`src/shared/video_timing_pkg.sv`:
```
package video_timing_pkg;

  localparam int LINE_W = 10;
  localparam int PIX_W = 12;
  localparam int SYNC_STAGES = 3;

  // Line totals of the two frame formats
  localparam logic [9:0] LINES_60HZ = 10'h020D;
  localparam logic [9:0] LINES_50HZ = 10'h0271;
  localparam logic [9:0] LINE_FIRST = 10'h0001;

  // Byte positions inside a line
  localparam logic [11:0] PIX_FIRST = 12'h0000;
  localparam logic [11:0] EAV_CODE_POS = 12'h0003;
  localparam logic [11:0] CODE_LEN = 12'h0004;

  // Fixed byte values
  localparam logic [7:0] PRE_FF = 8'hFF;
  localparam logic [7:0] PRE_ZERO = 8'h00;
  localparam logic [7:0] BLANK_CHROMA = 8'h80;
  localparam logic [7:0] BLANK_LUMA = 8'h10;

  // Nominal rates of the stream; one byte per rising link clock edge
  localparam int PIX_RATE_HZ = 13_500_000;
  localparam int BYTE_RATE_HZ = 27_000_000;
  localparam int SYS_CLK_HZ = 20_000_000;
  localparam int BYTES_PER_PAIR = 4;

  // Reset values
  localparam logic [7:0] BUS_RESET = 8'h80;
  localparam logic [1:0] PHASE_RESET = 2'h0;

  typedef enum logic [1:0] {
    ST_IDLE = 2'b00,
    ST_RUN = 2'b01
  } run_state_t;

  typedef struct packed {
    logic [7:0] cb;
    logic [7:0] y0;
    logic [7:0] cr;
    logic [7:0] y1;
  } pixel_pair_t;

  typedef struct packed {
    logic [11:0] line_bytes;
    logic [11:0] pixel_start;
    logic [9:0] field2_start;
    logic [9:0] first_field_active_line;
    logic [9:0] second_field_active_line;
    logic [9:0] frame_preset;
    logic [3:0] field1_overlap;
    logic [3:0] field2_overlap;
  } geometry_t;

  typedef struct packed {
    logic en;
    logic [7:0] min;
    logic [7:0] max;
  } clip_cfg_t;

  // Timing code: 1, F, V, H and four protection bits
  function automatic logic [7:0] code_byte(input logic f, input logic v, input logic h);
    code_byte = {1'b1, f, v, h, v ^ h, f ^ h, f ^ v, f ^ v ^ h};
  endfunction : code_byte

endpackage : video_timing_pkg

```
`src/logic/pin_sync.sv`:
```
`timescale 1ns/1ps
module pin_sync (
  input wire logic sys_clk,
  input wire logic nrst,
  input wire logic pin,
  output logic level,
  output logic rise
);
  logic [2:0] stage_q;
  logic level_q;

  // Stage 0 feeds stage 1 only; a change counts once stages 1 and 2 agree
  always_ff @(posedge sys_clk or negedge nrst) begin
    if (!nrst) begin
      stage_q <= 3'h0;
    end else begin
      stage_q <= {stage_q[1:0], pin};
    end
  end

  always_ff @(posedge sys_clk or negedge nrst) begin
    if (!nrst) begin
      level_q <= 1'b0;
    end else if (stage_q[1] == stage_q[2]) begin
      level_q <= stage_q[2];
    end
  end

  assign level = level_q;
  assign rise = (stage_q[1] == stage_q[2]) && stage_q[2] && !level_q;

endmodule : pin_sync

```
`src/logic/byte_clip.sv`:
```
`timescale 1ns/1ps
module byte_clip (
  input wire logic [7:0] data_in,
  input wire video_timing_pkg::clip_cfg_t cfg,
  output logic [7:0] data_out
);
  always_comb begin
    data_out = data_in;
    if (cfg.en) begin
      if (data_in < cfg.min) begin
        data_out = cfg.min;
      end else if (data_in > cfg.max) begin
        data_out = cfg.max;
      end
    end
  end

endmodule : byte_clip

```
`src/logic/enhanced_video_output.sv`:
```
// Notes on behaviour
// - Pixels go out in pairs, four bytes
// - Chroma of a pair belongs to first luma
// - Nominal 13.5 Mpix/s, 27 MB/s byte rate
// - Bytes change on rising video clock edge
// - Line: EAV, blanking, SAV, then active pixels
// - Codes preceded by FF, 00, 00 preamble
// - Code byte carries 4-bit protection field
// - Only the eight legal code bytes appear
// - Codes inserted with internal or external timing
// - Clipping limits picture bytes to min/max
// - Lines numbered 1..525 or 1..625
// - 525-line F/V flags follow standard table
// - 625-line F/V flags follow standard table
// - Progressive output via two identical fields
// - Line counter starts at one
// - Second field when line >= field-2 start
// - Active when line and pixel reach starts
// - Overlap settings are signed -8..+7
// - Positive overlap forward, negative backward
// - Overlap keeps old field flag, then switches
// - Field 1 overlap opens field 2 blanking
// - Field 2 overlap opens field 1 blanking
// - Blanking data 80,10,80,10 per pixel pair
`timescale 1ns/1ps
module enhanced_video_output (
  input wire logic sys_clk,
  input wire logic nrst,
  input wire logic video_out_clock,
  input wire logic enable,
  input wire logic format_50hz,
  input wire logic ext_timing,
  input wire logic ext_frame_sync,
  input wire video_timing_pkg::geometry_t geometry,
  input wire video_timing_pkg::clip_cfg_t clip_cfg,
  input wire video_timing_pkg::pixel_pair_t pixel_in,
  output logic [7:0] video_out_bus,
  output logic pair_taken,
  output logic field_flag,
  output logic vblank_flag,
  output logic hblank_n,
  output logic running
);

  ////////////////////////////////////////////////////////////////////////////
  // Input crossings

  logic tick;
  logic sync_edge;

  // Link clock is sampled, so it must stay well below half of sys_clk
  pin_sync u_clk_sync (
    .sys_clk(sys_clk),
    .nrst(nrst),
    .pin(video_out_clock),
    .level(),
    .rise(tick)
  );

  pin_sync u_frame_sync (
    .sys_clk(sys_clk),
    .nrst(nrst),
    .pin(ext_frame_sync),
    .level(),
    .rise(sync_edge)
  );

  ////////////////////////////////////////////////////////////////////////////
  // State

  video_timing_pkg::run_state_t state_q;
  video_timing_pkg::run_state_t state_d;
  video_timing_pkg::pixel_pair_t pair_q;
  logic [11:0] pix_q;
  logic [9:0] line_q;
  logic sync_pend_q;
  logic [7:0] bus_q;
  logic taken_q;
  logic field_q;
  logic vblank_q;
  logic hblank_n_q;
  logic running_q;

  always_comb begin
    case (state_q)
      video_timing_pkg::ST_IDLE: state_d = enable ? video_timing_pkg::ST_RUN : state_q;
      video_timing_pkg::ST_RUN: state_d = enable ? state_q : video_timing_pkg::ST_IDLE;
      default: state_d = video_timing_pkg::ST_IDLE;
    endcase
  end

  always_ff @(posedge sys_clk or negedge nrst) begin
    if (!nrst) begin
      state_q <= video_timing_pkg::ST_IDLE;
      running_q <= 1'b0;
    end else if (tick) begin
      state_q <= state_d;
      running_q <= state_d == video_timing_pkg::ST_RUN;
    end
  end

  ////////////////////////////////////////////////////////////////////////////
  // Frame geometry decode

  logic [9:0] frame_len;
  logic [9:0] pos1;
  logic [9:0] pos2;
  logic [9:0] neg1;
  logic [9:0] neg2;
  logic struct_f2;
  logic code_f;
  logic code_v;
  logic [11:0] sav_start;
  logic [11:0] pix_rel;
  logic line_end;
  logic frame_end;

  assign frame_len = format_50hz ? video_timing_pkg::LINES_50HZ
                                 : video_timing_pkg::LINES_60HZ;

  // Overlaps are 4-bit two's complement; split into forward and backward parts
  assign pos1 = geometry.field1_overlap[3] ? 10'h000 : {6'h00, geometry.field1_overlap};
  assign pos2 = geometry.field2_overlap[3] ? 10'h000 : {6'h00, geometry.field2_overlap};
  assign neg1 = geometry.field1_overlap[3] ? {6'h00, 4'(-geometry.field1_overlap)} : 10'h000;
  assign neg2 = geometry.field2_overlap[3] ? {6'h00, 4'(-geometry.field2_overlap)} : 10'h000;

  assign struct_f2 = line_q >= geometry.field2_start;

  // Field flag lags the structural field by the forward overlap
  always_comb begin
    if (struct_f2) begin
      code_f = line_q >= (geometry.field2_start + pos1);
    end else begin
      code_f = line_q < (video_timing_pkg::LINE_FIRST + pos2);
    end
  end

  // Backward overlap opens blanking in the tail of the previous field
  always_comb begin
    if (struct_f2) begin
      code_v = line_q < geometry.second_field_active_line;
    end else begin
      code_v = (line_q < geometry.first_field_active_line)
        || (line_q >= (geometry.field2_start - neg1));
    end
    if (line_q > (frame_len - neg2)) begin
      code_v = 1'b1;
    end
  end

  // Identical geometry for both fields gives progressive output
  assign sav_start = geometry.pixel_start - video_timing_pkg::CODE_LEN;
  assign pix_rel = pix_q - geometry.pixel_start;
  assign line_end = pix_q == (geometry.line_bytes - 12'h001);
  assign frame_end = line_q >= frame_len;

  ////////////////////////////////////////////////////////////////////////////
  // Counters

  // Pending sync survives until the next byte slot; the set wins the clear
  always_ff @(posedge sys_clk or negedge nrst) begin
    if (!nrst) begin
      sync_pend_q <= 1'b0;
    end else if (sync_edge && ext_timing) begin
      sync_pend_q <= 1'b1;
    end else if (tick) begin
      sync_pend_q <= 1'b0;
    end
  end

  always_ff @(posedge sys_clk or negedge nrst) begin
    if (!nrst) begin
      pix_q <= video_timing_pkg::PIX_FIRST;
      line_q <= video_timing_pkg::LINE_FIRST;
    end else if (tick) begin
      if (state_q != video_timing_pkg::ST_RUN) begin
        pix_q <= video_timing_pkg::PIX_FIRST;
        line_q <= video_timing_pkg::LINE_FIRST;
      end else if (sync_pend_q) begin
        pix_q <= video_timing_pkg::PIX_FIRST;
        line_q <= geometry.frame_preset;
      end else if (line_end) begin
        pix_q <= video_timing_pkg::PIX_FIRST;
        line_q <= frame_end ? video_timing_pkg::LINE_FIRST : line_q + 10'h001;
      end else begin
        pix_q <= pix_q + 12'h001;
      end
    end
  end

  ////////////////////////////////////////////////////////////////////////////
  // Byte selection

  logic in_eav;
  logic in_sav;
  logic in_active;
  logic [1:0] code_idx;
  logic [7:0] raw_byte;
  logic [7:0] clipped;
  logic [7:0] byte_d;

  assign in_eav = pix_q <= video_timing_pkg::EAV_CODE_POS;
  assign in_sav = (pix_q >= sav_start) && (pix_q < geometry.pixel_start);
  assign in_active = !code_v && (pix_q >= geometry.pixel_start);
  assign code_idx = in_eav ? pix_q[1:0] : 2'(pix_q - sav_start);

  // Chroma of the pair is co-sited with the first luma sample
  always_comb begin
    case (pix_rel[1:0])
      2'h0: raw_byte = pixel_in.cb;
      2'h1: raw_byte = pair_q.y0;
      2'h2: raw_byte = pair_q.cr;
      default: raw_byte = pair_q.y1;
    endcase
  end

  byte_clip u_clip (
    .data_in(raw_byte),
    .cfg(clip_cfg),
    .data_out(clipped)
  );

  always_comb begin
    byte_d = pix_q[0] ? video_timing_pkg::BLANK_LUMA : video_timing_pkg::BLANK_CHROMA;
    if (in_eav || in_sav) begin
      case (code_idx)
        2'h0: byte_d = video_timing_pkg::PRE_FF;
        2'h1: byte_d = video_timing_pkg::PRE_ZERO;
        2'h2: byte_d = video_timing_pkg::PRE_ZERO;
        default: byte_d = video_timing_pkg::code_byte(code_f, code_v, in_eav);
      endcase
    end else if (in_active) begin
      byte_d = clipped;
    end
  end

  ////////////////////////////////////////////////////////////////////////////
  // Output registers

  // Updated only in the slot after a rising link edge
  always_ff @(posedge sys_clk or negedge nrst) begin
    if (!nrst) begin
      bus_q <= video_timing_pkg::BUS_RESET;
    end else if (tick) begin
      bus_q <= (state_q == video_timing_pkg::ST_RUN) ? byte_d
                                                      : video_timing_pkg::BUS_RESET;
    end
  end

  // Whole pair is captured when its first byte leaves
  always_ff @(posedge sys_clk or negedge nrst) begin
    if (!nrst) begin
      pair_q <= '0;
      taken_q <= 1'b0;
    end else begin
      taken_q <= 1'b0;
      if (tick && state_q == video_timing_pkg::ST_RUN && in_active && !in_sav
          && pix_rel[1:0] == video_timing_pkg::PHASE_RESET) begin
        pair_q <= pixel_in;
        taken_q <= 1'b1;
      end
    end
  end

  always_ff @(posedge sys_clk or negedge nrst) begin
    if (!nrst) begin
      field_q <= 1'b0;
      vblank_q <= 1'b1;
      hblank_n_q <= 1'b1;
    end else if (tick) begin
      field_q <= code_f;
      vblank_q <= code_v;
      hblank_n_q <= !(state_q == video_timing_pkg::ST_RUN && pix_q < geometry.pixel_start);
    end
  end

  assign video_out_bus = bus_q;
  assign pair_taken = taken_q;
  assign field_flag = field_q;
  assign vblank_flag = vblank_q;
  assign hblank_n = hblank_n_q;
  assign running = running_q;

  ////////////////////////////////////////////////////////////////////////////
  // Checks

  logic run_tick;
  assign run_tick = tick && state_q == video_timing_pkg::ST_RUN;

  // Clipping applies to Y0 as well, so the order check compares clipped bytes
  logic [7:0] y0_clipped;
  byte_clip u_y0_ref (
    .data_in(pair_q.y0),
    .cfg(clip_cfg),
    .data_out(y0_clipped)
  );
endmodule : enhanced_video_output

```
`config.mk`:
```
export PLATFORM = sky130hd
export DESIGN_NAME = enhanced_video_output
export DESIGN_NICKNAME = d
export VERILOG_FILES = /design/src/shared/video_timing_pkg.sv /design/src/logic/pin_sync.sv /design/src/logic/byte_clip.sv /design/src/logic/enhanced_video_output.sv
export SDC_FILE = /design/constraint.sdc
export NUM_CORES = 1
export LEC_CHECK = 0
export ABC_CLOCK_PERIOD_IN_PS = 4300
export BUFFER_PORTS_ARGS = -buffer_cell sky130_fd_sc_hd__buf_2
export CAP_MARGIN = 20
export CORE_ASPECT_RATIO = 0.5
export CORE_MARGIN = 2
export CORE_UTILIZATION = 52
export DETAILED_ROUTE_END_ITERATION = 12
export GPL_TIMING_DRIVEN = 1
export PLACE_DENSITY = 0.78
export SLEW_MARGIN = 10
export SYNTH_ARGS = -nofsm -noshare
export SYNTH_HDL_FRONTEND = slang
export SYNTH_HIERARCHICAL = 1
export SYNTH_SLANG_ARGS = --single-unit
```
`constraint.sdc`:
```
create_clock -name sys_clk -period 4.3 [get_ports sys_clk]
set_input_delay 0.43 -clock sys_clk [delete_from_list [all_inputs] [get_ports sys_clk]]
set_output_delay 0.43 -clock sys_clk [all_outputs]
set_load 0.03 [all_outputs]
```
After elaboration in Yosys (flattened, before gate mapping)
Cells that the tools add are included.
Widths: inputs -> output; s select.
- reductions and logical operators: 26
- $lt $le $gt $ge: 14
- equal/unequal tests: 10
- add/subtract/negate cells: 12
- muxes and demuxes: 31
- bitwise operators: 4
- operators by type and width (kind ; count):
    $mux 8 ; 7
    $ge 10x10->1 ; 4
    $mux 10 ; 4
    $mux 12 ; 3
    $ge 12x12->1 ; 2
    $pmux 8 s3 ; 1
    $lt 10x10->1 ; 2
    $sub 10x4->10 ; 2
    $pmux 8 s2 ; 1
    $add 12x1->12 const B ; 1
    $eq 12x12->1 ; 1
    $le 12x2->1 const B ; 1
    $logic_and 1x1->1 ; 12
    $lt 12x12->1 ; 1
    $sub 12x1->12 const B ; 1
    $sub 12x3->12 const B ; 1
    $add 10x1->10 const B ; 1
    $add 10x3->10 ; 1
    $gt 10x10->1 ; 1
    $lt 10x4->1 ; 1
    $eq 2x1->1 const B ; 4
    $gt 8x8->1 ; 1
    $lt 8x8->1 ; 1
    $mux 4 ; 2
    19 further kinds ; 41
- bits in registers: 70
- output and inout port bits: 13

Logic depth before layout (Yosys ltp)
Gate-level depths: netlist (run 1).
- depth after elaboration: 13
- depth in mapped cells: 21

Cells and area by module
The synthesis (run 1) kept the hierarchy.
- by module, submodules not included (module ; area an instance (µm²) ; times used ; cells an instance ; seq. area each (µm²)):
    enhanced_video_output ; 6686.4 ; 1 ; 741 ; 1556.5
    byte_clip ; 640.6 ; 1 ; 79 ; 0.0
    pin_sync ; 133.9 ; 2 ; 7 ; 100.1

Least setup slack after synthesis (run 1)
OpenSTA, ideal clock, no wires.
- kind: register to register
- start point: register pix_q[0]
- end point: register bus_q[4] (netlist: video_out_bus[4])
- cell stages (with the launch flop): 13
- arrival: 4.218 ns
- period minus slack after synthesis: 4.344 ns
- path buffers: 1
- setup time: 0.126 ns
- path slack: -0.044 ns
- cell sequence: dfrtp_1 > inv_1 > ha_1 > buf_1 > mux4_2 > ha_1 > a2111oi_4 > a2111oi_2 > a2111oi_4 > o21ai_2 > a221o_1 > mux2_2 > a221o_1
- cells in the longest elaborated chain, start to end: 10
- elaborated cells between the ends (all ways): 28
- RTL lines (what ; line ; text):
    start, declared ; enhanced_video_output.sv:74 ; logic [11:0] pix_q;
    start signal, assigned ; enhanced_video_output.sv:173 ; pix_q <= video_timing_pkg::PIX_FIRST;
    start signal, assigned ; enhanced_video_output.sv:177 ; pix_q <= video_timing_pkg::PIX_FIRST;
    start signal, assigned ; enhanced_video_output.sv:180 ; pix_q <= video_timing_pkg::PIX_FIRST;
    $sub 2x2->2 * ; enhanced_video_output.sv:153 ; assign pix_rel = pix_q - geometry.pixel_start;
    $eq 2x2->1, or another cell as far along ; enhanced_video_output.sv:209 ; case (pix_rel[1:0])
    $pmux 8 s3 * ; enhanced_video_output.sv:209 ;
    named net raw_byte[1] ; enhanced_video_output.sv:198 ; logic [7:0] raw_byte;
    $gt 8x8->1 ; byte_clip.sv:12 ; end else if (data_in > cfg.max) begin
    $mux 8 ; byte_clip.sv:12 ;
    $mux 8 * ; byte_clip.sv:10 ; if (data_in < cfg.min) begin
    $mux 8 * ; byte_clip.sv:9 ; if (cfg.en) begin
    named net clipped[4] ; enhanced_video_output.sv:199 ; logic [7:0] clipped;
    $mux 8 * ; enhanced_video_output.sv:232 ; end else if (in_active) begin
    $mux 8 * ; enhanced_video_output.sv:225 ; if (in_eav || in_sav) begin
    $mux 8 * ; enhanced_video_output.sv:245 ; bus_q <= (state_q == video_timing_pkg::ST_RUN) ? byte_d
    end signal, assigned ; enhanced_video_output.sv:243 ; bus_q <= video_timing_pkg::BUS_RESET;
    end signal, assigned ; enhanced_video_output.sv:245 ;
    end, declared ; enhanced_video_output.sv:77 ; logic [7:0] bus_q;
The timed path passes the listed nets; every way through them passes the cells marked *.
A chain may end at the register's enable or synchronous reset.

Worst setup path in the final report (run 1)
Same ends and word-level chain as after synthesis.

==> results.cfg, run 1 <==
[status]
status = finished clean

[logic_synthesis]
synth.most_common_cell = ha_1
synth_common_cells = 129 x ha_1, 90 x inv_1, 66 x dfrtp_1
ys.flop_type = dfrtp_1
synth_xor_area_share_pct = 5.997
synth_cells = 834
synth_area_leader_cell = dfrtp_1
synth-adder-area-share_pct = 22.31
ys_seq_area_share_pct = 23.13
synth_edf_count = 0
synth_compound_area_share_pct = 16.99
netlist.area_leader.share_pct = 21.75
synth-simple-area-share_pct = 17.45
synth_top_family_by_area = adder cells
synthMuxAreaShare_pct = 8.155
synthesis.area_um2 = 7595
yosysUniqueCellTypes = 75
synth-async-reset-ratio_pct = 100.0
ys_ff_latch = 70
synth_fp_nets = 1095
synth_area_leaders = dfrtp_1 22%, ha_1 21%, inv_1 4.4%
syn-mean-instance-area_um2 = 9.106
synth_warnings = 6

[clock_tree]
cts_inserted_buffers = 9
h-tree-depth = 3
cts.sinks = 70
cts_tree = done
clk_pin_slew_ps = 60
cts_setup_buffers = 0
root_buffer = clkbuf_16
cts-hold-fix-buffers = 0
clkLatencyLatePin_ps = 340
cts_repair_resize_count = 0
cts_buffer_depth = 2

[floorplan]
dieHeight_um = 89.46
die-area_um2 = 15650
fp.dieW_um = 174.9
io_pins = 141
rows = 31
core-area_um2 = 14350
initial_core_util_pct = 52.92

[sta]
max_clock_freq_mhz = 241.5
relSlewSlack_pct = 44.91
finalSetupViolCount = 0
maxSlewViolCount = 0
finalCritPeriodShare_pct = 96.29
worstMarginPinSlew_ps = 820.0
skew_ps = 6.905
period_needed_ps = 4141
hold_viol = 0

[power_and_ir_drop]
p_per_area_nw_per_um2 = 361.2
switching_share_pct = 40.98
p_clk_share_pct = 23.1
p_comb_share_pct = 48.1
p_leak_uw = 0.004645
p_sw_uw = 1319
ir_worst_vdd_uv = 272.8
seqPwrFrac_pct = 28.8
fin_total_pwr_uw = 3219
p_int_uw = 1900

[detailed_routing]
vias = 6737
firstDrtPassIters = 5
drt_iter0_drc = 321
drc = 0
vias_per_cell = 5.690
wire_per_inst_um = 16.05
drt-total-wl_um = 19010
ant_nets = 0

[final_layout]
num_antenna_cells = 0
fin_util_pct = 62.09
area_growth_pct = 17.33
nets = 1243
drive_above_1_share_pct = 24.14

[setup_path]
worstPathRequired_ps = 4520
ff2ff_setup_slack_ps = 160
start_kind = flop
critical-path-slowest-cell = fa_1
crit_chain = inv_1 > ha_1 > inv_1 > fa_1 > buf_4 > mux4_2 > ha_1 > a2111oi_4 > a2111oi_4 > a2111oi_4 > o21ai_2 > a221o_1 > mux2_2 > a221o_1
r2r-start = pix_q[0]
timing.rr.end = video_out_bus[4]
crit_family = compound AO/OA/AOI/OAI gates
crit_top_cell = a2111oi_4
slowest_delay_ps = 470
arrival_ps = 4360
reg2reg_depth = 14
end_kind = flop
critPathKind = flop to flop
path_max_fanout = 11
crit_buf_inv = 3

[grt]
grt_start_max_net_pins = 45
grt.total_usage_pct = 25.22
antenna_found_initial = 0
grt-ovfl-total = 0
grt_pass1_vias = 6676
grt_pass1_wl_um = 31730

[placed_design]
gp_congestion = 0.9160
place_hpwl_um = 14930
io_buffer_count = 140

[flow_run]
drv_cap = 0

[worst_hold_path]
hold_path.class = primary input to async pin
-- placed cells by master, fill, tap and decap left out, types with 11 or more instances in the layout --
master    count
buf_4        17
xor2_1       15
a211oi_1     16
nor3_1       14
buf_2       140
nand2_1      52
o21ai_0      48
nand4_1      12
xnor2_1      37
dfrtp_1      66
nand3_1      22
nor2_1       49
a21oi_1      41
nor2b_1      12
and3_1       13
inv_1        90
mux2_4       22
and2_1       11
ha_1        129
-- cell families after synthesis --
logic type,Yosys count
buffers and inverters,112
AND/OR/NAND/NOR,244
flip-flops,70
multiplexers,40
XOR/XNOR,52
AO/OA/AOI/OAI,183
adder cells (fa/ha/maj),133
-- how the worst max path moves through the flow --
stage	start	to	slack, ps	depth (start not counted)
detailed placement	geometry[0]	pair_q[19]	-130	18
CTS	pix_q[0]	video_out_bus[4]	150	15
global route	pix_q[0]	video_out_bus[4]	-10	14
finish	pix_q[0]	video_out_bus[4]	160	14
global placement	geometry[0]	pair_q[6]	0.5	19
floorplan	pix_q[0]	video_out_bus[4]	20	14
-- final cells by class --
cell class | count | area [um2]
multi-input combinational | 652 | 5403
clock inverter | 4 | 47.55
fill | 1218 | 5440
tap | 198 | 247.7
clock buffer | 11 | 242.7
timing repair buffer | 159 | 875.8
inverter | 90 | 337.8
sequential | 70 | 1757
-- sequential cells by signal, summed over array words and instances (netlist names) --
name / count
pair_q: 24
pix_q: 12
line_q: 10
video_out_bus: 8
u_clk_sync/stage_q: 3
u_frame_sync/stage_q: 3
state_q: 2
field_flag: 1
hblank_n: 1
pair_taken: 1
running: 1
sync_pend_q: 1
u_clk_sync/level: 1
u_frame_sync/level: 1
vblank_flag: 1
-- through the flow --
| step | setup slack, ps | instances | area (um2) | setup TNS, ps | hold WS (ps) |
|---|---|---|---|---|---|
| floorplan | 18.83 | 834 | 7596 | 0 | 134.4 |
| global placement | 0.4809 | 1168 | 8574 | 0 | 335.3 |
| detailed placement | -128.7 | 1168 | 8574 | -2952 | 334.7 |
| CTS | 146.2 | 1183 | 8865 | 0 | 188.7 |
| global route | -14.57 | 1184 | 8911 | -14.57 | 122.3 |
| finish | 159.4 | 1184 | 8911 | 0 | 75.88 |
-- power groups by stage --
stage | Clock, uW | Combinational (uW) | Sequential, uW
5_1_grt | 786 | 1750 | 945
4_1_cts | 752 | 1540 | 928
6_report | 745 | 1550 | 927
3_5_place_dp | 0 | 1530 | 939
3_3_place_gp | 0 | 1460 | 936
2_1_floorplan | 0 | 999 | 968
-- metal layers --
metal,track usage [%],up-vias,wire length (um)
met3,5.697,29,1229
met1,32.25,3177,8650
met2,44.30,208,8861
li1,-,3323,-
met5,0,-,0
met4,5.833,0,264
No activity file was read; power rests on OpenSTA's default activity.
==> run 2: changes to the inputs <==
- BUFFER_PORTS_ARGS: -buffer_cell sky130_fd_sc_hd__buf_2 -> -buffer_cell sky130_fd_sc_hd__buf_4
- CELL_PAD_IN_SITES_DETAIL_PLACEMENT: unset -> 0
- CELL_PAD_IN_SITES_GLOBAL_PLACEMENT: unset -> 1
- CORE_UTILIZATION: 52 -> 39
- GPL_TIMING_DRIVEN: 1 -> 0
- PLACE_DENSITY: 0.78 -> unset
- PLACE_DENSITY_LB_ADDON: unset -> 0.1
==> run 2 against run 1 <==
Effect of this change:
- cell count is 7.3% higher
- via count is 1.3% lower
- combinational power is 8% higher
- die area is 32% higher
- routed wire length is 8.0% higher
- clock power is 5.5% higher
- core utilization is 13 points lower
- first-iteration DRC count is 21% lower
- total power is 5.8% higher
- clock skew is 0.95 ps higher
- critical endpoint unchanged
- largest cell class unchanged
==> results.cfg, run 2 (synthesis gave the netlist of run 1 again) <==
[final_layout]
num_antenna_cells = 0
drive_above_1_share_pct = 25.40
regMostFlops = pair_q
largest_register_ffs = 24
fin_util_pct = 49.57
final_cell_mix = 154 x buf_4, 125 x ha_1, 89 x inv_1
nets = 1260
final_common_cell = buf_4
area_growth_pct = 25.83
filler_cell_count = 1858
reg_top3 = pair_q x24, pix_q x12, line_q x10

[sta]
finalSetupViolCount = 0
max_clock_freq_mhz = 237.0
relSlewSlack_pct = 37.97
hold_viol = 0
worstMarginPinSlew_ps = 930.5
finalCritPeriodShare_pct = 98.12
maxSlewViolCount = 0
period_needed_ps = 4219
hold-worst-slack_ps = 207.6
skew_ps = 7.860

[setup_path]
end_kind = flop
critPathKind = flop to flop
path_max_fanout = 8
arrival_ps = 4430
start_kind = flop
worstPathRequired_ps = 4510
ff2ff_setup_slack_ps = 80

[clock_tree]
cts_tree = done
cts_inserted_buffers = 9
h-tree-depth = 3
cts_buffer_depth = 2
root_buffer = clkbuf_16
clkLatencyLatePin_ps = 330
clk_pin_slew_ps = 60
cts.sinks = 70
cts-hold-fix-buffers = 0

[grt]
grt.total_usage_pct = 20.28
antenna_found_initial = 0
grt_pass1_vias = 6607
grt_start_max_net_pins = 71
grt_pass1_wl_um = 33570
grt-ovfl-total = 0

[placed_design]
io_buffer_count = 138
gp_congestion = 0.8096
place_hpwl_um = 16500

[floorplan]
die-area_um2 = 20670
core-area_um2 = 19280
fp.dieW_um = 201.4
io_pins = 141
rows = 36
initial_core_util_pct = 39.40
dieHeight_um = 102.7

[flow_run]
drv_cap = 0

[detailed_routing]
drc = 0
firstDrtPassIters = 4
drt-total-wl_um = 20520
wire_per_inst_um = 16.16
ant_nets = 0
vias = 6650
drt_iter0_drc = 252
vias_per_cell = 5.236

[power_and_ir_drop]
p_leak_uw = 0.004827
ir_worst_vdd_uv = 192.6
p_per_area_nw_per_um2 = 356.3

[status]
status = finished clean

[worst_hold_path]
hold_path.class = primary input to flop
## run 2: cell types whose count changed in the layout (fill, tap and decap cells not counted), moves of 2 or more
cell,change
clkbuf_1,+13
buf_12,+2
buf_4,+137
buf_6,+2
buf_2,-138
ha_1,-4
clkinv_2,-2
ha_4,+3
## run 2: path summary, 6_finish.rpt
check	from	endpoint	cells after the start
setup reg to reg	pix_q[0]	video_out_bus[4]	15
setup / recovery	pix_q[0]	video_out_bus[4]	15
max in group asynchronous	nrst	pix_q[0]	1
hold / removal	video_out_clock	u_clk_sync/stage_q[0]	1
hold reg to reg	u_frame_sync/stage_q[0]	u_frame_sync/stage_q[1]	0
min in group asynchronous	nrst	pair_q[13]	1
## run 2: area by class of cell
cell class                      instances  area (um2)  area share, %
Sequential cell                        70        1758          18.39
Tap cell                              266       332.8          3.483
Inverter                               90       340.3          3.561
Timing Repair Buffer                  155        1194          12.49
Clock inverter                          4       53.80         0.5630
Multi-Input combinational cell        652        5478          57.32
Buffer                                 21       143.9          1.506
Clock buffer                           12       256.5          2.684
## run 2: power breakdown
group / switching, uW / internal, uW
Clock: 302 / 484
Sequential: 178 / 761
Combinational: 888 / 793
## run 2: through the flow
| step | area [um2] | setup TNS, ps | instances | total power (uW) | worst slack [ps] |
|---|---|---|---|---|---|
| CTS | 9368 | -0.8415 | 1258 | 3351 | -0.8415 |
| finish | 9557 | 0 | 1270 | 3405 | 80.69 |
| global route | 9557 | -7.973 | 1270 | 3693 | -7.973 |
| detailed placement | 8965 | -15300 | 1238 | 2517 | -711.2 |
| global placement | 8965 | -13460 | 1238 | 2492 | -673.9 |
| floorplan | 7596 | 0 | 834 | 1967 | 18.83 |
## run 2: repair_timing
item	in CTS	in global routing
gates cloned	0	1
pin swaps	3	11
setup endpoints to repair	28	24
setup buffers	4	12
gates resized for setup	13	15
## run 2: per-layer routing
metal,GRT usage [%],part of all wire (%),vias to the layer above
met5,0,0,-
met2,34.85,46,108
li1,-,-,3360
met4,2.828,0.49,0
met1,26.91,48,3176
met3,4.741,5.1,6
## run 2: worst max-delay path, stage by stage (launching register included)
cell       delay, ps
dfrtp_2          460
inv_4             80
ha_1             130
inv_1             50
fa_1             580
buf_8            140
mux4_2           350
ha_4             240
a2111oi_4        400
a2111oi_4         70
a2111oi_4        360
buf_4            200
nor3_4            60
a221o_1          390
mux2_4           270
a221o_1          310
